File: src/pkg/wdtta_pkg.sv
package wdtta_pkg;

	// register addresses on the special function register port
	localparam logic [7:0] WDTTA_ADDR_CLKCTL = 8'h8e;
	localparam logic [7:0] WDTTA_ADDR_TAKEY  = 8'hc7;
	localparam logic [7:0] WDTTA_ADDR_WDCTL  = 8'hd8;
	localparam logic [7:0] WDTTA_ADDR_EIE    = 8'he8;

	// unlock key bytes
	localparam logic [7:0] WDTTA_KEY_FIRST  = 8'haa;
	localparam logic [7:0] WDTTA_KEY_SECOND = 8'h55;

	// field positions
	localparam int WDTTA_SEL_HI_BIT    = 7;
	localparam int WDTTA_SEL_LO_BIT    = 6;
	localparam int WDTTA_PORF_BIT      = 6;
	localparam int WDTTA_WARN_FLAG_BIT = 3;
	localparam int WDTTA_TRF_BIT       = 2;
	localparam int WDTTA_RFE_BIT       = 1;
	localparam int WDTTA_RESTART_BIT   = 0;
	localparam int WDTTA_IRQ_EN_BIT    = 4;

	// reset values
	localparam logic [7:0] WDTTA_CLKCTL_RST = 8'h00;
	localparam logic [7:0] WDTTA_EIE_RST    = 8'h00;
	localparam logic [7:0] WDTTA_RDATA_RST  = 8'h00;

	// unlock window: three machine cycles of four clocks
	localparam int         WDTTA_CLK_PER_MC   = 4;
	localparam int         WDTTA_WINDOW_MC    = 3;
	localparam logic [3:0] WDTTA_WINDOW_CLKS  = 4'(WDTTA_CLK_PER_MC * WDTTA_WINDOW_MC);
	localparam logic [3:0] WDTTA_WINDOW_ZERO  = 4'h0;

	// timeout counter
	localparam int          WDTTA_CNT_W     = 27;
	localparam logic [26:0] WDTTA_WARN_GAP  = 27'h000200;
	localparam logic [26:0] WDTTA_CNT_ZERO  = 27'h0000000;
	localparam logic [26:0] WDTTA_CNT_ONE   = 27'h0000001;
	localparam logic [26:0] WDTTA_TIMEOUT_0 = 27'h0020000;
	localparam logic [26:0] WDTTA_TIMEOUT_1 = 27'h0100000;
	localparam logic [26:0] WDTTA_TIMEOUT_2 = 27'h0800000;
	localparam logic [26:0] WDTTA_TIMEOUT_3 = 27'h4000000;

	typedef enum logic [1:0] {
		WDTTA_KEY_IDLE,
		WDTTA_KEY_ARMED,
		WDTTA_KEY_OPEN
	} wdtta_key_e;

endpackage

File: src/verilog/wdtta_unlock.sv
`timescale 1ns/1ps
module wdtta_unlock
	import wdtta_pkg::*;
(
	input  wire logic       core_clk_i,
	input  wire logic       rst_n_i,
	input  wire logic [7:0] sfr_addr_i,
	input  wire logic       sfr_wr_i,
	input  wire logic [7:0] sfr_wdata_i,
	output logic            open_o
);

	wdtta_key_e state_q;
	wdtta_key_e state_d;
	logic [3:0] win_q;
	logic [3:0] win_d;
	logic       open_q;
	logic       open_d;
	logic       key_wr;

	assign key_wr = sfr_wr_i && (sfr_addr_i == WDTTA_ADDR_TAKEY);
	assign open_o = open_q;

	// key sequencer; any write between the two keys other than a repeated first key disarms
	always_comb
	begin
		state_d = state_q;
		win_d   = win_q;
		if (state_q == WDTTA_KEY_OPEN)
		begin
			win_d = win_q - 4'h1;
		end
		case (state_q)
			WDTTA_KEY_IDLE,
			WDTTA_KEY_OPEN:
			begin
				if (key_wr && sfr_wdata_i == WDTTA_KEY_FIRST)
					state_d = WDTTA_KEY_ARMED;
				else if (state_q == WDTTA_KEY_OPEN && win_q == 4'h1)
					state_d = WDTTA_KEY_IDLE;
			end
			WDTTA_KEY_ARMED:
			begin
				if (key_wr && sfr_wdata_i == WDTTA_KEY_SECOND)
				begin
					state_d = WDTTA_KEY_OPEN;
					win_d   = WDTTA_WINDOW_CLKS;
				end
				else if (key_wr && sfr_wdata_i == WDTTA_KEY_FIRST)
					state_d = WDTTA_KEY_ARMED;
				else if (sfr_wr_i)
					state_d = WDTTA_KEY_IDLE;
			end
			default:
				state_d = WDTTA_KEY_IDLE;
		endcase
		if (state_d != WDTTA_KEY_OPEN)
			win_d = WDTTA_WINDOW_ZERO;
		open_d = (state_d == WDTTA_KEY_OPEN);
	end

	always_ff @(posedge core_clk_i)
	begin
		if (!rst_n_i)
		begin
			state_q <= WDTTA_KEY_IDLE;
			win_q   <= WDTTA_WINDOW_ZERO;
			open_q  <= 1'b0;
		end
		else
		begin
			state_q <= state_d;
			win_q   <= win_d;
			open_q  <= open_d;
		end
	end
endmodule

File: src/verilog/wdtta_top.sv
`timescale 1ns/1ps
module wdtta_top
	import wdtta_pkg::*;
#(
	parameter logic [26:0] TIMEOUT_0 = WDTTA_TIMEOUT_0,
	parameter logic [26:0] TIMEOUT_1 = WDTTA_TIMEOUT_1,
	parameter logic [26:0] TIMEOUT_2 = WDTTA_TIMEOUT_2,
	parameter logic [26:0] TIMEOUT_3 = WDTTA_TIMEOUT_3
)
(
	input  wire logic       core_clk_i,
	input  wire logic       rst_n_i,
	input  wire logic       por_n_i,
	input  wire logic       nv_reset_disable_i,
	input  wire logic [7:0] sfr_addr_i,
	input  wire logic       sfr_wr_i,
	input  wire logic [7:0] sfr_wdata_i,
	input  wire logic       sfr_rd_i,
	output logic      [7:0] sfr_rdata_o,
	output logic            warn_irq_o,
	output logic            wake_o,
	output logic            cpu_reset_o
);

	logic [7:0]  clock_control_q;
	logic [7:0]  clock_control_d;
	logic [7:0]  ext_irq_enable_q;
	logic [7:0]  ext_irq_enable_d;
	logic        warn_irq_flag_q;
	logic        warn_irq_flag_d;
	logic        timeout_reset_flag_q;
	logic        timeout_reset_flag_d;
	logic        reset_function_enable_q;
	logic        reset_function_enable_d;
	logic        por_flag_q;
	logic        por_flag_d;
	logic [26:0] cnt_q;
	logic [26:0] cnt_d;
	logic [7:0]  rdata_q;
	logic [7:0]  rdata_d;
	logic        irq_q;
	logic        irq_d;
	logic        cpu_reset_q;
	logic        cpu_reset_d;
	logic [26:0] warn_point;
	logic [26:0] reset_point;
	logic        unlock_open;
	logic        wr_wdctl;
	logic        prot_wr;
	logic        restart_acc;
	logic        at_warn;
	logic        at_reset;
	logic        wr_clkctl;
	logic        tail_run_q;
	logic        tail_run_d;
	logic [26:0] tail_cnt_q;
	logic [26:0] tail_cnt_d;

	// key sequencer for the protected bits
	wdtta_unlock u_unlock (
		.core_clk_i  (core_clk_i),
		.rst_n_i     (rst_n_i && por_n_i),
		.sfr_addr_i  (sfr_addr_i),
		.sfr_wr_i    (sfr_wr_i),
		.sfr_wdata_i (sfr_wdata_i),
		.open_o      (unlock_open)
	);

	// timeout selection from clock control bits 7:6
	always_comb
	begin
		case ({clock_control_q[WDTTA_SEL_HI_BIT], clock_control_q[WDTTA_SEL_LO_BIT]})
			2'h0:    warn_point = TIMEOUT_0 - WDTTA_CNT_ONE;
			2'h1:    warn_point = TIMEOUT_1 - WDTTA_CNT_ONE;
			2'h2:    warn_point = TIMEOUT_2 - WDTTA_CNT_ONE;
			2'h3:    warn_point = TIMEOUT_3 - WDTTA_CNT_ONE;
			default: warn_point = TIMEOUT_0 - WDTTA_CNT_ONE;
		endcase
	end

	// reset point trails the warning by a fixed tail, independent of irq enable
	assign reset_point = warn_point + WDTTA_WARN_GAP;

	// decode of register writes
	assign wr_wdctl    = sfr_wr_i && (sfr_addr_i == WDTTA_ADDR_WDCTL);
	assign wr_clkctl   = sfr_wr_i && (sfr_addr_i == WDTTA_ADDR_CLKCTL);
	assign prot_wr     = wr_wdctl && unlock_open;
	assign restart_acc = prot_wr && sfr_wdata_i[WDTTA_RESTART_BIT];
	assign at_warn     = (cnt_q == warn_point);
	// >= so that a shortened select mid-count cannot run away past the end
	assign at_reset    = (cnt_q >= reset_point);

	// register file and timeout next-state; hardware sets beat software clears
	always_comb
	begin
		clock_control_d         = clock_control_q;
		ext_irq_enable_d        = ext_irq_enable_q;
		warn_irq_flag_d         = warn_irq_flag_q;
		timeout_reset_flag_d    = timeout_reset_flag_q;
		reset_function_enable_d = reset_function_enable_q;
		por_flag_d              = por_flag_q;
		cnt_d                   = cnt_q + WDTTA_CNT_ONE;
		cpu_reset_d             = 1'b0;
		rdata_d                 = rdata_q;

		if (sfr_wr_i && sfr_addr_i == WDTTA_ADDR_CLKCTL)
			clock_control_d = sfr_wdata_i;
		if (sfr_wr_i && sfr_addr_i == WDTTA_ADDR_EIE)
			ext_irq_enable_d = sfr_wdata_i;
		// timeout flag is the one status bit cleared without the unlock
		if (wr_wdctl && !sfr_wdata_i[WDTTA_TRF_BIT])
			timeout_reset_flag_d = 1'b0;
		if (prot_wr)
		begin
			por_flag_d              = sfr_wdata_i[WDTTA_PORF_BIT];
			warn_irq_flag_d         = sfr_wdata_i[WDTTA_WARN_FLAG_BIT];
			reset_function_enable_d = sfr_wdata_i[WDTTA_RFE_BIT];
		end

		// restart zeroes only the counter; the same protected write loads the flags from its data
		if (restart_acc || at_reset)
			cnt_d = WDTTA_CNT_ZERO;
		if (at_warn)
			warn_irq_flag_d = 1'b1;
		if (at_reset)
		begin
			timeout_reset_flag_d = 1'b1;
			cpu_reset_d          = reset_function_enable_q;
		end

		// read data is registered; unmapped addresses read as zero
		if (sfr_rd_i)
		begin
			case (sfr_addr_i)
				WDTTA_ADDR_CLKCTL: rdata_d = clock_control_q;
				WDTTA_ADDR_EIE:    rdata_d = ext_irq_enable_q;
				WDTTA_ADDR_WDCTL:
				begin
					rdata_d                      = WDTTA_RDATA_RST;
					rdata_d[WDTTA_PORF_BIT]      = por_flag_q;
					rdata_d[WDTTA_WARN_FLAG_BIT] = warn_irq_flag_q;
					rdata_d[WDTTA_TRF_BIT]       = timeout_reset_flag_q;
					rdata_d[WDTTA_RFE_BIT]       = reset_function_enable_q;
				end
				default:           rdata_d = WDTTA_RDATA_RST;
			endcase
		end

		// interrupt request also serves as the wake request
		irq_d = warn_irq_flag_d && ext_irq_enable_d[WDTTA_IRQ_EN_BIT];
	end

	// power-on sets the por flag, loads the reset enable from the option bit and clears the rest; cpu reset keeps the source flags readable
	always_ff @(posedge core_clk_i)
	begin
		if (!por_n_i)
		begin
			clock_control_q         <= WDTTA_CLKCTL_RST;
			ext_irq_enable_q        <= WDTTA_EIE_RST;
			warn_irq_flag_q         <= 1'b0;
			timeout_reset_flag_q    <= 1'b0;
			reset_function_enable_q <= !nv_reset_disable_i;
			por_flag_q              <= 1'b1;
			cnt_q                   <= WDTTA_CNT_ZERO;
			rdata_q                 <= WDTTA_RDATA_RST;
			irq_q                   <= 1'b0;
			cpu_reset_q             <= 1'b0;
		end
		else if (!rst_n_i)
		begin
			clock_control_q         <= WDTTA_CLKCTL_RST;
			ext_irq_enable_q        <= WDTTA_EIE_RST;
			warn_irq_flag_q         <= 1'b0;
			timeout_reset_flag_q    <= timeout_reset_flag_q;
			reset_function_enable_q <= !nv_reset_disable_i;
			por_flag_q              <= por_flag_q;
			cnt_q                   <= WDTTA_CNT_ZERO;
			rdata_q                 <= WDTTA_RDATA_RST;
			irq_q                   <= 1'b0;
			cpu_reset_q             <= 1'b0;
		end
		else
		begin
			clock_control_q         <= clock_control_d;
			ext_irq_enable_q        <= ext_irq_enable_d;
			warn_irq_flag_q         <= warn_irq_flag_d;
			timeout_reset_flag_q    <= timeout_reset_flag_d;
			reset_function_enable_q <= reset_function_enable_d;
			por_flag_q              <= por_flag_d;
			cnt_q                   <= cnt_d;
			rdata_q                 <= rdata_d;
			irq_q                   <= irq_d;
			cpu_reset_q             <= cpu_reset_d;
		end
	end

	assign sfr_rdata_o = rdata_q;
	assign warn_irq_o  = irq_q;
	assign wake_o      = irq_q;
	assign cpu_reset_o = cpu_reset_q;

	// checking aid: clocks since the warning, kept apart from the compare points
	// so that a wrong tail length cannot hide behind the same arithmetic
	always_comb
	begin
		tail_run_d = tail_run_q;
		tail_cnt_d = tail_cnt_q + WDTTA_CNT_ONE;
		if (restart_acc || at_reset || wr_clkctl)
			tail_run_d = 1'b0;
		else if (at_warn)
		begin
			tail_run_d = 1'b1;
			tail_cnt_d = WDTTA_CNT_ZERO;
		end
	end

	// the aid restarts with either reset
	always_ff @(posedge core_clk_i)
	begin
		if (!rst_n_i || !por_n_i)
		begin
			tail_run_q <= 1'b0;
			tail_cnt_q <= WDTTA_CNT_ZERO;
		end
		else
		begin
			tail_run_q <= tail_run_d;
			tail_cnt_q <= tail_cnt_d;
		end
	end
endmodule

File: config.mk
export PLATFORM = sky130hd
export DESIGN_NAME = wdtta_top
export DESIGN_NICKNAME = d
export VERILOG_FILES = /design/src/pkg/wdtta_pkg.sv /design/src/verilog/wdtta_unlock.sv /design/src/verilog/wdtta_top.sv
export SDC_FILE = /design/constraint.sdc
export NUM_CORES = 1
export LEC_CHECK = 0
export ABC_CLOCK_PERIOD_IN_PS = 2800
export BUFFER_PORTS_ARGS = -buffer_cell sky130_fd_sc_hd__buf_4
export CAP_MARGIN = 20
export CORE_AREA = 2 2 79 81
export CTS_BUF_LIST = sky130_fd_sc_hd__clkbuf_4
export DETAILED_ROUTE_END_ITERATION = 10
export DIE_AREA = 0 0 81 83
export PLACE_DENSITY = 0.74
export SYNTH_ARGS = -nofsm -noshare
export SYNTH_HDL_FRONTEND = slang
export SYNTH_HIERARCHICAL = 1
export SYNTH_SLANG_ARGS = --single-unit
File: constraint.sdc
create_clock -name core_clk_i -period 2.8 [get_ports core_clk_i]
set_input_delay 0.56 -clock core_clk_i [delete_from_list [all_inputs] [get_ports core_clk_i]]
set_output_delay 0.56 -clock core_clk_i [all_outputs]
set_load 0.02 [all_outputs]
==> results of run 1 <==
[logic make-up after synthesis]
kind of cell,after synthesis
simple gates,163
flops,64
compound gates,51
xor+xnor,25
buf+inv,24
mux,9
fa+ha+maj,7
[final timing paths]
check | end | slack [ns] | cells after the start
worst max-delay path | cnt_q[22]$_SDFF_PP0_ | 0.49 | 8
worst min-delay path | por_flag_q$_SDFFE_PN1P_ | 0.33 | 2
worst min register to register | cnt_q[0]$_SDFF_PP0_ | 0.47 | 1
worst max register to register | cnt_q[22]$_SDFF_PP0_ | 0.49 | 8
[worst max-delay path, stage by stage, from the launching register on]
cell	delay, ns
dfxtp_1	0.55
nand2b_1	0.16
ha_1	0.24
a2111oi_0	0.42
o21ai_0	0.17
a32oi_1	0.21
nand4b_2	0.12
buf_4	0.25
a21oi_1	0.13
[metrics by stage]
stage	utilization [%]	instances	hold slack [ns]	total power, W	setup WS, ns
2_1_floorplan	-	343	0.4259	0.0009801	0.5944
3_3_place_gp	58.93	440	0.4429	0.001026	0.5024
3_5_place_dp	58.93	440	0.4493	0.001028	0.5095
4_1_cts	61.55	455	0.3069	0.001721	0.4829
5_1_grt	61.55	455	0.3204	0.001770	0.1729
6_report	61.55	455	0.3309	0.001708	0.4860
[placed cells by master, fill, tap and decap left out, drive strengths merged, types with 4 or more instances in the layout]
master,netlist,layout
and3,7,7
inv,9,9
a21oi,14,14
xnor2,9,9
nand3,19,19
and2,5,5
nand2b,4,4
clkbuf,6,11
nor4bb,4,4
nor3,10,10
a222oi,4,4
dfxtp,63,63
buf,9,37
mux2i,9,9
xor2,16,16
nand2,23,23
and4,4,4
a2bb2oi,4,4
ha,7,7
nor2,49,49
nand4,11,11
or4,4,4
[layout make-up]
type                            count  area [sq um]  share of cell area, %
Inverter                            9         33.78                 0.9437
Timing Repair Buffer               37         277.8                  7.760
Sequential cell                    64          1291                  36.07
Clock buffer                       11         82.58                  2.307
Clock inverter                      4         70.07                  1.957
Tap cell                           75         93.84                  2.621
Multi-Input combinational cell    255          1730                  48.34
[power breakdown]
part	internal, W	switching (W)
combinational	0.0000369	0.0000505
sequential	0.000917	0.00000291
clock	0.000375	0.000326
[state kept, by name, indices dropped and copies added (netlist names)]
register / cells
wake_o: 1
por_flag_q: 1
u_unlock/open_o: 1
timeout_reset_flag_q: 1
ext_irq_enable_q: 8
u_unlock/win_q: 4
cpu_reset_o: 1
sfr_rdata_o: 8
u_unlock/state_q: 2
clock_control_q: 8
cnt_q: 27
reset_function_enable_q: 1
warn_irq_flag_q: 1
[per-layer routing]
metal | global-route usage [%] | part of all wire (%)
met1 | 32.60 | 49
met2 | 31.71 | 43
met3 | 4.783 | 5.4
met4 | 9.861 | 1.8
met5 | 0 | 0
==> impl_results.html, run 1 <==
<table>
<tr><th>Metric</th><th>Value</th></tr>
<tr><th colspan="2">Floorplanning</th></tr>
<tr><td>Die Y</td><td>slightly above 80 microns</td></tr>
<tr><td>Area enclosed by the die boundary</td><td>slightly below 7000 sq um</td></tr>
<tr><td>Site Rows</td><td>28</td></tr>
<tr><td>DIE WIDTH</td><td>~81 microns</td></tr>
<tr><td>Core Region</td><td>roughly 5800 sq um</td></tr>
<tr><td>Initial Utilization</td><td>a little over half</td></tr>
<tr><td>Total I/O pin count</td><td>33</td></tr>
<tr><th colspan="2">Synth</th></tr>
<tr><td>Sequential-to-total area share from yosys stat</td><td>about two fifths</td></tr>
<tr><td>Adder and majority cell fraction of the synthesized area</td><td>under 10%</td></tr>
<tr><td>Synthesized netlist net count</td><td>roughly 370</td></tr>
<tr><td>Cell taking the most area after synthesis</td><td>dfxtp_1</td></tr>
<tr><td>Synthesized area</td><td>around 3100 sq um</td></tr>
<tr><td>Fraction of registers with async set or reset after synthesis</td><td>0%</td></tr>
<tr><td>Mux contribution to synthesized area</td><td>2.864%</td></tr>
<tr><td>Number of flops mapped to enable cells by yosys</td><td>1</td></tr>
<tr><td>Mapped Avg Cell Area</td><td>9.171 sq um</td></tr>
<tr><td>Xor and xnor area share after synthesis</td><td>6.961%</td></tr>
<tr><td>Synth unique cells</td><td>63</td></tr>
<tr><td>Post-synthesis cell count</td><td>~340</td></tr>
<tr><td>Number of synthesis warnings</td><td>6</td></tr>
<tr><td>Cells taking the most area after synthesis</td><td>dfxtp_1 40%, nor2_1 5.8%, xor2_1 4.5%, mux2i_1 2.9%, nand3_1 2.9%</td></tr>
<tr><td>Simple logic cell fraction of the synthesized area</td><td>30.23%</td></tr>
<tr><td>Most repeated cell in the gate-level netlist after synthesis</td><td>dfxtp_1</td></tr>
<tr><td>Flop and latch count out of synthesis</td><td>64</td></tr>
<tr><td>Post-synth top area share</td><td>40.10%</td></tr>
<tr><td>Dominant combinational cell family by area after synthesis</td><td>simple AND/OR/NAND/NOR gates</td></tr>
<tr><td>Post-synth top flop</td><td>dfxtp_1</td></tr>
<tr><td>Compound-Gate Fraction of Synth Area</td><td>around an eighth</td></tr>
<tr><td>Top cell types by occurrence after synthesis</td><td>63 x dfxtp_1, 49 x nor2_1, 22 x nand2_1, 18 x nand3_1, 16 x xor2_1</td></tr>
<tr><th colspan="2">CTS</th></tr>
<tr><td>TritonCTS clock tree</td><td>built</td></tr>
<tr><td>H-tree depth</td><td>3</td></tr>
<tr><td>Root Buffer</td><td>clkbuf_4</td></tr>
<tr><td>Buffer levels on the longest clock path</td><td>2</td></tr>
<tr><td>Post-CTS Setup Bufs</td><td>0</td></tr>
<tr><td>Number of CTS-inserted buffers</td><td>9</td></tr>
<tr><td>Clock edge transition at the registers on the reported setup and hold paths</td><td>approximately 0.1 ns</td></tr>
<tr><td>Number of buffers inserted by hold repair at cts</td><td>0</td></tr>
<tr><td>Clock latency at the later pin of the worst-skew pair</td><td>0.41 ns</td></tr>
<tr><td>PostCTS Resize Cnt</td><td>0</td></tr>
<tr><td>Num Clock Sinks</td><td>between 60 and 70</td></tr>
<tr><th colspan="2">Timing</th></tr>
<tr><td>Fmax</td><td>432.2 MHz</td></tr>
<tr><td>Total negative setup slack</td><td>0 ns</td></tr>
<tr><td>Worst slew margin relative to its limit</td><td>between 50% and 60%</td></tr>
<tr><td>Number of slew-limit violations in the final report</td><td>0</td></tr>
<tr><td>Actual transition at the worst max-transition pin</td><td>0.6442 ns</td></tr>
<tr><td>Final Hold Viols</td><td>0</td></tr>
<tr><td>Final cycle utilization of the critical path</td><td>around 83%</td></tr>
<tr><td>RSZ-0062 raised after global routing</td><td>false</td></tr>
<tr><td>Minimum period implied by the final worst setup slack</td><td>~2.3 ns</td></tr>
<tr><td>Final number of setup-violating endpoints</td><td>0</td></tr>
<tr><td>Maximum clock skew at final layout</td><td>0.01114 ns</td></tr>
<tr><th colspan="2">Drt</th></tr>
<tr><td>Post-route DRC violation count</td><td>0</td></tr>
<tr><td>Detailed-route wire length</td><td>6914 microns</td></tr>
<tr><td>Number of iterations in the first detailed-routing pass</td><td>5</td></tr>
<tr><td>Remaining antenna violation count</td><td>0</td></tr>
<tr><td>Number of vias per cell after detailed routing</td><td>between 5 and 6</td></tr>
<tr><td>Starting DRC count in detailed routing</td><td>150</td></tr>
<tr><td>Total via count after detailed routing</td><td>between 2000 and 3000</td></tr>
<tr><td>WL/cell</td><td>about 15 microns</td></tr>
<tr><th colspan="2">GRT</th></tr>
<tr><td>Total congestion overflow after global routing</td><td>0</td></tr>
<tr><td>Maximum number of pins on one net before global-route repair</td><td>28</td></tr>
<tr><td>Wire length of the first global-routing pass</td><td>between 10000 and 15000 microns</td></tr>
<tr><td>GRT Total Usage</td><td>between 20% and 30%</td></tr>
<tr><td>Number of antenna violations at the first check in global routing</td><td>0</td></tr>
<tr><td>Via count of the first global-routing pass</td><td>around 2500</td></tr>
<tr><th colspan="2">Critical path</th></tr>
<tr><td>Critical path launch point</td><td>clock_control_q[7]$_SDFFE_PN0P_</td></tr>
<tr><td>Path type of the worst setup path</td><td>reg2reg</td></tr>
<tr><td>Critical register-to-register path startpoint</td><td>clock_control_q[7]$_SDFFE_PN0P_</td></tr>
<tr><td>Sort of element at the end of the critical path</td><td>flop</td></tr>
<tr><td>Worst Setup Start Kind</td><td>flop</td></tr>
<tr><td>CP arrival</td><td>2.66 ns</td></tr>
<tr><td>Highest net fanout along the worst path</td><td>27</td></tr>
<tr><td>Worst EP required</td><td>3.14 ns</td></tr>
<tr><th colspan="2">Job</th></tr>
<tr><td>Max Cap Viol</td><td>0</td></tr>
<tr><th colspan="2">Final layout</th></tr>
<tr><td>Antenna cells</td><td>0</td></tr>
<tr><td>Relative area change from synthesis to final layout</td><td>13.80%</td></tr>
<tr><td>Net total in the final layout</td><td>405</td></tr>
<tr><td>Layout cells sized above 1</td><td>a little under a fifth</td></tr>
<tr><td>Post-route design area</td><td>around 3600 sq um</td></tr>
<tr><td>Fillers</td><td>around 550</td></tr>
<tr><th colspan="2">Min path</th></tr>
<tr><td>Worst hold path startpoint</td><td>por_n_i</td></tr>
<tr><td>Tightest Hold Check Type</td><td>in2reg</td></tr>
<tr><th colspan="2">Power</th></tr>
<tr><td>Power per Cell Area</td><td>477.2 nW/um^2</td></tr>
<tr><td>Static Leakage</td><td>1.312 nW</td></tr>
<tr><td>Largest vdd supply drop</td><td>0.0003094 V</td></tr>
<tr><th colspan="2">Place</th></tr>
<tr><td>Post-detail-place hpwl</td><td>slightly below 5000 microns</td></tr>
<tr><td>Cell Area, Placed</td><td>3427 sq um</td></tr>
<tr><td>Final weighted congestion in routability-driven placement</td><td>between 0.8 and 0.9</td></tr>
<tr><td>I/O Buffers</td><td>32</td></tr>
<tr><th colspan="2">Outcome</th></tr>
<tr><td>Status</td><td>complete, no violations</td></tr>
</table>
No activity file was read; power rests on OpenSTA's default activity.
==> run 2, diff against run 1 <==
- ABC_CLOCK_PERIOD_IN_PS: 2800 -> 2000
- PLACE_DENSITY: 0.74 -> 0.77
- clock period: 2.8 -> 2 ns (I/O delays scaled with it)
==> run 2 against run 1 <==
  * The run now ends with setup timing left
  * Sequential power increased by 40%
  * Clock power rose by 13%
  * Core utilization is 7.4 points higher
  * Fmax increased by 15%
  * Combinational power up 69%
  * Worst setup slack lost 0.49 ns
  * Non-clock buffer count increased by 28
  * Final area up 12%
  * Register-to-register slack worse by 0.49 ns
  * Power grew 30%
  * Clock-buffer cell count down 2
  * Critical path type unchanged
  * Largest cell class unchanged
==> impl_results.html, run 2 (same netlist as run 1, synthesis figures left out) <==
<table>
<tr><th>Metric</th><th>Value</th></tr>
<tr><th colspan="2">Timing</th></tr>
<tr><td>Final worst slack</td><td>-0.007490 ns</td></tr>
<tr><td>Actual transition at the worst max-transition pin</td><td>around 0.64 ns</td></tr>
<tr><td>Hold Worst Slack</td><td>a little over 0.2 ns</td></tr>
<tr><td>Final number of setup-violating endpoints</td><td>1</td></tr>
<tr><td>Final Hold Viols</td><td>0</td></tr>
<tr><td>Minimum period implied by the final worst setup slack</td><td>~2 ns</td></tr>
<tr><td>Number of slew-limit violations in the final report</td><td>0</td></tr>
<tr><td>Worst slew margin relative to its limit</td><td>between 50% and 60%</td></tr>
<tr><td>RSZ-0062 raised after global routing</td><td>true</td></tr>
<tr><td>Fmax</td><td>about 500 MHz</td></tr>
<tr><td>Maximum clock skew at final layout</td><td>between 0.01 and 0.015 ns</td></tr>
<tr><td>Final cycle utilization of the critical path</td><td>100.4%</td></tr>
<tr><th colspan="2">Critical path</th></tr>
<tr><td>CP arrival</td><td>roughly 2.3 ns</td></tr>
<tr><td>Worst EP required</td><td>2.33 ns</td></tr>
<tr><td>Worst Setup Start Kind</td><td>flop</td></tr>
<tr><td>Sort of element at the end of the critical path</td><td>flop</td></tr>
<tr><td>Path type of the worst setup path</td><td>reg2reg</td></tr>
<tr><td>Highest net fanout along the worst path</td><td>8</td></tr>
<tr><th colspan="2">Drt</th></tr>
<tr><td>Number of iterations in the first detailed-routing pass</td><td>5</td></tr>
<tr><td>Remaining antenna violation count</td><td>0</td></tr>
<tr><td>Number of vias per cell after detailed routing</td><td>5.872</td></tr>
<tr><td>Total via count after detailed routing</td><td>roughly 2800</td></tr>
<tr><td>Post-route DRC violation count</td><td>0</td></tr>
<tr><td>WL/cell</td><td>between 15 and 20 microns</td></tr>
<tr><td>Detailed-route wire length</td><td>between 7000 and 8000 microns</td></tr>
<tr><td>Starting DRC count in detailed routing</td><td>244</td></tr>
<tr><th colspan="2">Final layout</th></tr>
<tr><td>Non-filler instance count after layout</td><td>483</td></tr>
<tr><td>Post-route design area</td><td>4008 sq um</td></tr>
<tr><td>Relative area change from synthesis to final layout</td><td>27.41%</td></tr>
<tr><td>Leading cell types in the layout, fill and taps excluded</td><td>60 x dfxtp_1, 59 x buf_4, 37 x nor2_1, 22 x nand2_1, 18 x nand3_1</td></tr>
<tr><td>Register with the most flip-flops</td><td>cnt_q</td></tr>
<tr><td>Net total in the final layout</td><td>433</td></tr>
<tr><td>Layout cells sized above 1</td><td>between 30% and 40%</td></tr>
<tr><td>Most common cell after layout, fill and taps aside</td><td>dfxtp_1</td></tr>
<tr><td>Antenna cells</td><td>0</td></tr>
<tr><td>Fillers</td><td>about 450</td></tr>
<tr><td>Flip-flop count of the largest register after layout</td><td>27</td></tr>
<tr><th colspan="2">Power</th></tr>
<tr><td>Static Leakage</td><td>approximately 1.5 nW</td></tr>
<tr><td>Power share of the sequential group</td><td>approximately 58%</td></tr>
<tr><td>Post-layout power</td><td>approximately 0.0022 W</td></tr>
<tr><td>Clk network pwr share</td><td>between 30% and 40%</td></tr>
<tr><td>Sw power</td><td>0.0005166 W</td></tr>
<tr><td>Combinational Power Share</td><td>6.7%</td></tr>
<tr><td>Power per Cell Area</td><td>~560 nW/um^2</td></tr>
<tr><td>Largest vdd supply drop</td><td>about 0.00048 V</td></tr>
<tr><td>Internal Dissipation</td><td>0.001711 W</td></tr>
<tr><td>Switching part of the total power</td><td>a little under a quarter</td></tr>
<tr><th colspan="2">GRT</th></tr>
<tr><td>Maximum number of pins on one net before global-route repair</td><td>18</td></tr>
<tr><td>Wire length of the first global-routing pass</td><td>between 10000 and 15000 microns</td></tr>
<tr><td>Total congestion overflow after global routing</td><td>0</td></tr>
<tr><td>Via count of the first global-routing pass</td><td>2624</td></tr>
<tr><td>Number of antenna violations at the first check in global routing</td><td>0</td></tr>
<tr><td>GRT Total Usage</td><td>a little under a quarter</td></tr>
<tr><th colspan="2">Place</th></tr>
<tr><td>Cell Area, Placed</td><td>~3700 sq um</td></tr>
<tr><td>Final weighted congestion in routability-driven placement</td><td>a little under 0.9</td></tr>
<tr><td>Placed cell count</td><td>~470</td></tr>
<tr><td>Post-detail-place hpwl</td><td>roughly 5600 microns</td></tr>
<tr><td>I/O Buffers</td><td>32</td></tr>
<tr><th colspan="2">Floorplanning</th></tr>
<tr><td>Core Region</td><td>5816 sq um</td></tr>
<tr><td>DIE WIDTH</td><td>between 80 and 90 microns</td></tr>
<tr><td>Site Rows</td><td>28</td></tr>
<tr><td>Initial Utilization</td><td>between 50% and 60%</td></tr>
<tr><td>Area enclosed by the die boundary</td><td>between 6000 and 7000 sq um</td></tr>
<tr><td>Total I/O pin count</td><td>33</td></tr>
<tr><td>Die Y</td><td>just over 80 microns</td></tr>
<tr><th colspan="2">CTS</th></tr>
<tr><td>Buffer levels on the longest clock path</td><td>2</td></tr>
<tr><td>Root Buffer</td><td>clkbuf_4</td></tr>
<tr><td>Clock latency at the later pin of the worst-skew pair</td><td>a little under 0.4 ns</td></tr>
<tr><td>H-tree depth</td><td>3</td></tr>
<tr><td>Clock edge transition at the registers on the reported setup and hold paths</td><td>~0.1 ns</td></tr>
<tr><td>Number of CTS-inserted buffers</td><td>9</td></tr>
<tr><td>Number of buffers inserted by hold repair at cts</td><td>0</td></tr>
<tr><td>TritonCTS clock tree</td><td>built</td></tr>
<tr><td>Num Clock Sinks</td><td>64</td></tr>
<tr><th colspan="2">Outcome</th></tr>
<tr><td>Violated checks</td><td>setup timing</td></tr>
<tr><td>Status</td><td>finished with violations</td></tr>
<tr><th colspan="2">Job</th></tr>
<tr><td>Max Cap Viol</td><td>0</td></tr>
<tr><th colspan="2">Min path</th></tr>
<tr><td>Tightest Hold Check Type</td><td>in2reg</td></tr>
</table>
[run 2: worst max-delay path: stages, from the launching register on]
cell,delay (ns)
dfxtp_4,0.38
or2_4,0.26
ha_4,0.21
or3_4,0.35
a32oi_4,0.25
nand4b_4,0.19
clkbuf_16,0.21
nor2_1,0.09
[run 2: per-layer routing]
metal	share of wire, %	vias up	wire length [microns]	GRT usage (%)
met5	0	-	0	0
met4	1.5	0	116	9.091
met3	4.2	14	333	4.022
met2	49	82	3847	35.84
met1	45	1363	3578	31.34
li1	-	1377	-	-
[run 2: layout make-up]
class                      instances  area (sq um)  share of cell area [%]
clock buffer                       9         67.56                   1.686
multi-input combinational        255          1922                   47.96
clock inverter                     6         51.30                   1.280
tap                               75         93.84                   2.342
inverter                           9         33.78                  0.8430
sequential                        64          1297                   32.38
timing repair buffer              65         541.8                   13.52
[run 2: through the flow]
| step | setup WS (ns) | util (%) | TNS [ns] |
|---|---|---|---|
| after floorplan | 0.006303 | - | 0 |
| after global placement | -0.02619 | 63.30 | -0.02619 |
| after detailed placement | -0.04884 | 63.30 | -0.07233 |
| after CTS | 0.002609 | 65.36 | 0 |
| after global routing | -0.08765 | 68.91 | -1.208 |
| final | -0.007490 | 68.91 | -0.007490 |
[run 2: final timing paths]
check,slack [ns],to,start,depth (start not counted)
worst max register to register,-0.007,cnt_q[11]$_SDFF_PP0_,clock_control_q[6]$_SDFFE_PN0P_,7
worst min-delay path,0.20,por_flag_q$_SDFFE_PN1P_,por_n_i,2
worst min register to register,0.47,ext_irq_enable_q[0]$_SDFFE_PN0P_,ext_irq_enable_q[0]$_SDFFE_PN0P_,2
worst max-delay path,-0.007,cnt_q[11]$_SDFF_PP0_,clock_control_q[6]$_SDFFE_PN0P_,7
[run 2: repair_timing]
action,4_1_cts,5_1_grt
setup buffers,0,2
pin swaps,0,6
endpoints found under the setup margin,5,29
resized for setup,1,35
gates cloned,0,1
[run 2: power groups by stage]
stage | registers, W | logic (W) | clock network, W
after floorplan | 0.00132 | 0.0000535 | 0
after global placement | 0.00132 | 0.000132 | 0
after detailed placement | 0.00132 | 0.000134 | 0
after global routing | 0.00129 | 0.000158 | 0.000874
final | 0.00129 | 0.000148 | 0.000792
after CTS | 0.00129 | 0.000135 | 0.000808
==> run 3, diff against run 2 <==
- CTS_BUF_LIST: sky130_fd_sc_hd__clkbuf_4 -> sky130_fd_sc_hd__clkbuf_8
==> run 3 against run 2 <==
  * The run still ends with setup timing left
  * Core utilization shrank 0.15 points
  * Clock power rose by 45%
  * Critical path depth stayed put
  * Sequential cell count unchanged
  * Worst setup slack worse by 0.011 ns
  * Fmax is 0.54% lower
  * Register-to-register slack is essentially flat
  * Non-clock buffer count down 1
  * Clock-buffer cell count up 3
  * First-iteration DRC count is 25% lower
  * Highest routed layer unchanged
==> impl_results.html, run 3 (same netlist as run 1, synthesis figures left out) <==
<table>
<tr><th>Metric</th><th>Value</th></tr>
<tr><th colspan="2">Outcome</th></tr>
<tr><td>Status</td><td>finished with violations</td></tr>
<tr><td>Violated checks</td><td>setup timing</td></tr>
<tr><th colspan="2">GRT</th></tr>
<tr><td>GRT Total Usage</td><td>23.58%</td></tr>
<tr><td>Via count of the first global-routing pass</td><td>approximately 2600</td></tr>
<tr><td>Total congestion overflow after global routing</td><td>0</td></tr>
<tr><td>Number of antenna violations at the first check in global routing</td><td>0</td></tr>
<tr><td>Maximum number of pins on one net before global-route repair</td><td>18</td></tr>
<tr><td>Wire length of the first global-routing pass</td><td>between 10000 and 15000 microns</td></tr>
<tr><th colspan="2">Place</th></tr>
<tr><td>Placed cell count</td><td>around 470</td></tr>
<tr><td>Post-detail-place hpwl</td><td>5575 microns</td></tr>
<tr><td>I/O Buffers</td><td>32</td></tr>
<tr><td>Final weighted congestion in routability-driven placement</td><td>between 0.8 and 0.9</td></tr>
<tr><th colspan="2">Final layout</th></tr>
<tr><td>Non-filler instance count after layout</td><td>482</td></tr>
<tr><td>Register with the most flip-flops</td><td>cnt_q</td></tr>
<tr><td>Layout Utilization</td><td>68.76%</td></tr>
<tr><td>Net total in the final layout</td><td>between 400 and 500</td></tr>
<tr><td>Flip-flop count of the largest register after layout</td><td>27</td></tr>
<tr><td>Multi-input combinational cell area</td><td>1842 sq um</td></tr>
<tr><td>Sequential cell area</td><td>roughly 1300 sq um</td></tr>
<tr><td>Relative area change from synthesis to final layout</td><td>27.13%</td></tr>
<tr><td>Antenna cells</td><td>0</td></tr>
<tr><td>Fillers</td><td>between 400 and 500</td></tr>
<tr><td>Layout cells sized above 1</td><td>roughly 27%</td></tr>
<tr><td>Leading cell types in the layout, fill and taps excluded</td><td>61 x dfxtp_1, 59 x buf_4, 48 x nor2_1, 22 x nand2_1, 18 x nand3_1</td></tr>
<tr><td>Most common cell after layout, fill and taps aside</td><td>dfxtp_1</td></tr>
<tr><th colspan="2">Critical path</th></tr>
<tr><td>Path type of the worst setup path</td><td>reg2reg</td></tr>
<tr><td>Worst Setup Start Kind</td><td>flop</td></tr>
<tr><td>Sort of element at the end of the critical path</td><td>flop</td></tr>
<tr><td>Worst EP required</td><td>approximately 2.3 ns</td></tr>
<tr><td>Highest net fanout along the worst path</td><td>8</td></tr>
<tr><td>Depth of the most critical reg-to-reg path</td><td>7</td></tr>
<tr><td>R2R setup slack</td><td>-0.02 ns</td></tr>
<tr><td>CP arrival</td><td>2.30 ns</td></tr>
<tr><th colspan="2">Floorplanning</th></tr>
<tr><td>Total I/O pin count</td><td>33</td></tr>
<tr><td>Initial Utilization</td><td>54.09%</td></tr>
<tr><td>Area enclosed by the die boundary</td><td>around 6700 sq um</td></tr>
<tr><td>Site Rows</td><td>28</td></tr>
<tr><td>Core Region</td><td>a little under 6000 sq um</td></tr>
<tr><td>Die Y</td><td>83 microns</td></tr>
<tr><td>DIE WIDTH</td><td>between 80 and 90 microns</td></tr>
<tr><th colspan="2">Drt</th></tr>
<tr><td>Remaining antenna violation count</td><td>0</td></tr>
<tr><td>Metal3 WL</td><td>around 490 microns</td></tr>
<tr><td>Uppermost routed layer</td><td>met4</td></tr>
<tr><td>Met2 WL post-DR</td><td>about 3700 microns</td></tr>
<tr><td>Starting DRC count in detailed routing</td><td>184</td></tr>
<tr><td>Detailed-route wire length</td><td>7822 microns</td></tr>
<tr><td>Total via count after detailed routing</td><td>approximately 2800</td></tr>
<tr><td>Routed metal-1 wire length</td><td>about 3400 microns</td></tr>
<tr><td>Number of iterations in the first detailed-routing pass</td><td>6</td></tr>
<tr><td>Number of vias per cell after detailed routing</td><td>a little under 6</td></tr>
<tr><td>Post-route DRC violation count</td><td>0</td></tr>
<tr><td>WL/cell</td><td>between 15 and 20 microns</td></tr>
<tr><th colspan="2">CTS</th></tr>
<tr><td>Num Clock Sinks</td><td>64</td></tr>
<tr><td>Buffer levels on the longest clock path</td><td>2</td></tr>
<tr><td>Clock latency at the later pin of the worst-skew pair</td><td>around 0.35 ns</td></tr>
<tr><td>H-tree depth</td><td>3</td></tr>
<tr><td>TritonCTS clock tree</td><td>built</td></tr>
<tr><td>Root Buffer</td><td>clkbuf_8</td></tr>
<tr><td>Clock edge transition at the registers on the reported setup and hold paths</td><td>approximately 0.070 ns</td></tr>
<tr><td>Number of CTS-inserted buffers</td><td>9</td></tr>
<tr><th colspan="2">Min path</th></tr>
<tr><td>Tightest Hold Check Type</td><td>in2reg</td></tr>
<tr><td>Instance count along the most critical hold path</td><td>2</td></tr>
<tr><th colspan="2">Timing</th></tr>
<tr><td>Fmax</td><td>495.4 MHz</td></tr>
<tr><td>Final number of setup-violating endpoints</td><td>1</td></tr>
<tr><td>Actual transition at the worst max-transition pin</td><td>~0.65 ns</td></tr>
<tr><td>RSZ-0062 raised after global routing</td><td>true</td></tr>
<tr><td>Total negative setup slack</td><td>-0.01839 ns</td></tr>
<tr><td>Maximum clock skew at final layout</td><td>0.007954 ns</td></tr>
<tr><td>Final cycle utilization of the critical path</td><td>100.9%</td></tr>
<tr><td>Worst slew margin relative to its limit</td><td>around 56%</td></tr>
<tr><td>Hold Worst Slack</td><td>between 0.2 and 0.3 ns</td></tr>
<tr><td>Number of slew-limit violations in the final report</td><td>0</td></tr>
<tr><td>Final Hold Viols</td><td>0</td></tr>
<tr><td>Final worst slack</td><td>-0.01839 ns</td></tr>
<tr><td>Minimum period implied by the final worst setup slack</td><td>around 2 ns</td></tr>
<tr><th colspan="2">Power</th></tr>
<tr><td>Largest vdd supply drop</td><td>between 0.0004 and 0.0005 V</td></tr>
<tr><td>Power per Cell Area</td><td>646.1 nW/um^2</td></tr>
<tr><td>Static Leakage</td><td>1.494 nW</td></tr>
<tr><th colspan="2">Job</th></tr>
<tr><td>Max Cap Viol</td><td>0</td></tr>
</table>
run 3: cell types whose count changed in the layout (fill, tap and decap cells not counted), sizes merged:
cell,before,now
buf,64,63
clkbuf,10,13
clkinv,5,2
run 3: final cells by class:
type	count	share of cell area [%]
clock buffer	12	4.130
clock inverter	3	1.001
inverter	9	0.8448
multi-input combinational	255	46.06
sequential	64	32.35
tap	75	2.347
timing repair buffer	64	13.27
run 3: report_power, final:
part / switching [W] / internal, W
Clock: 0.000483 / 0.000666
Sequential: 0.00000500 / 0.00128
Combinational: 0.0000756 / 0.0000696
run 3: worst max-delay path, stage by stage (launching register included):
cell       delay [ns]
dfxtp_2          0.35
or2_4            0.26
ha_4             0.22
or3_4            0.35
a32oi_4          0.25
nand4b_4         0.19
clkbuf_16        0.22
nor2_1           0.11
run 3: path summary, 6_finish.rpt:
kind,from,endpoint
worst max register to register,clock_control_q[6]$_SDFFE_PN0P_,cnt_q[11]$_SDFF_PP0_
worst min register to register,cnt_q[0]$_SDFF_PP0_,cnt_q[0]$_SDFF_PP0_
worst min-delay path,por_n_i,por_flag_q$_SDFFE_PN1P_
worst max-delay path,clock_control_q[6]$_SDFFE_PN0P_,cnt_q[11]$_SDFF_PP0_
run 3: stage by stage:
| stage | worst slack (ns) | area (sq um) | power (W) |
|---|---|---|---|
| finish | -0.01839 | 3999 | 0.002584 |
| global route | -0.07404 | 3999 | 0.002668 |
| CTS | 0.008481 | 3887 | 0.002584 |
| detailed placement | -0.04884 | 3681 | 0.001453 |
| global placement | -0.02619 | 3681 | 0.001450 |
| floorplan | 0.006303 | 3207 | 0.001373 |
run 3: metal layers:
layer,vias to the layer above,global-route usage [%]
li1,1370,-
met1,1295,31.98
met2,109,36.14
met3,18,5.761
met4,0,8.629
met5,-,0
run 3: what timing repair did:
item	in CTS	in global routing
setup buffers	0	1
setup endpoints to repair	2	29
resized for setup	1	13
hold buffers	0	0
pin swaps	0	3
cloned	0	1
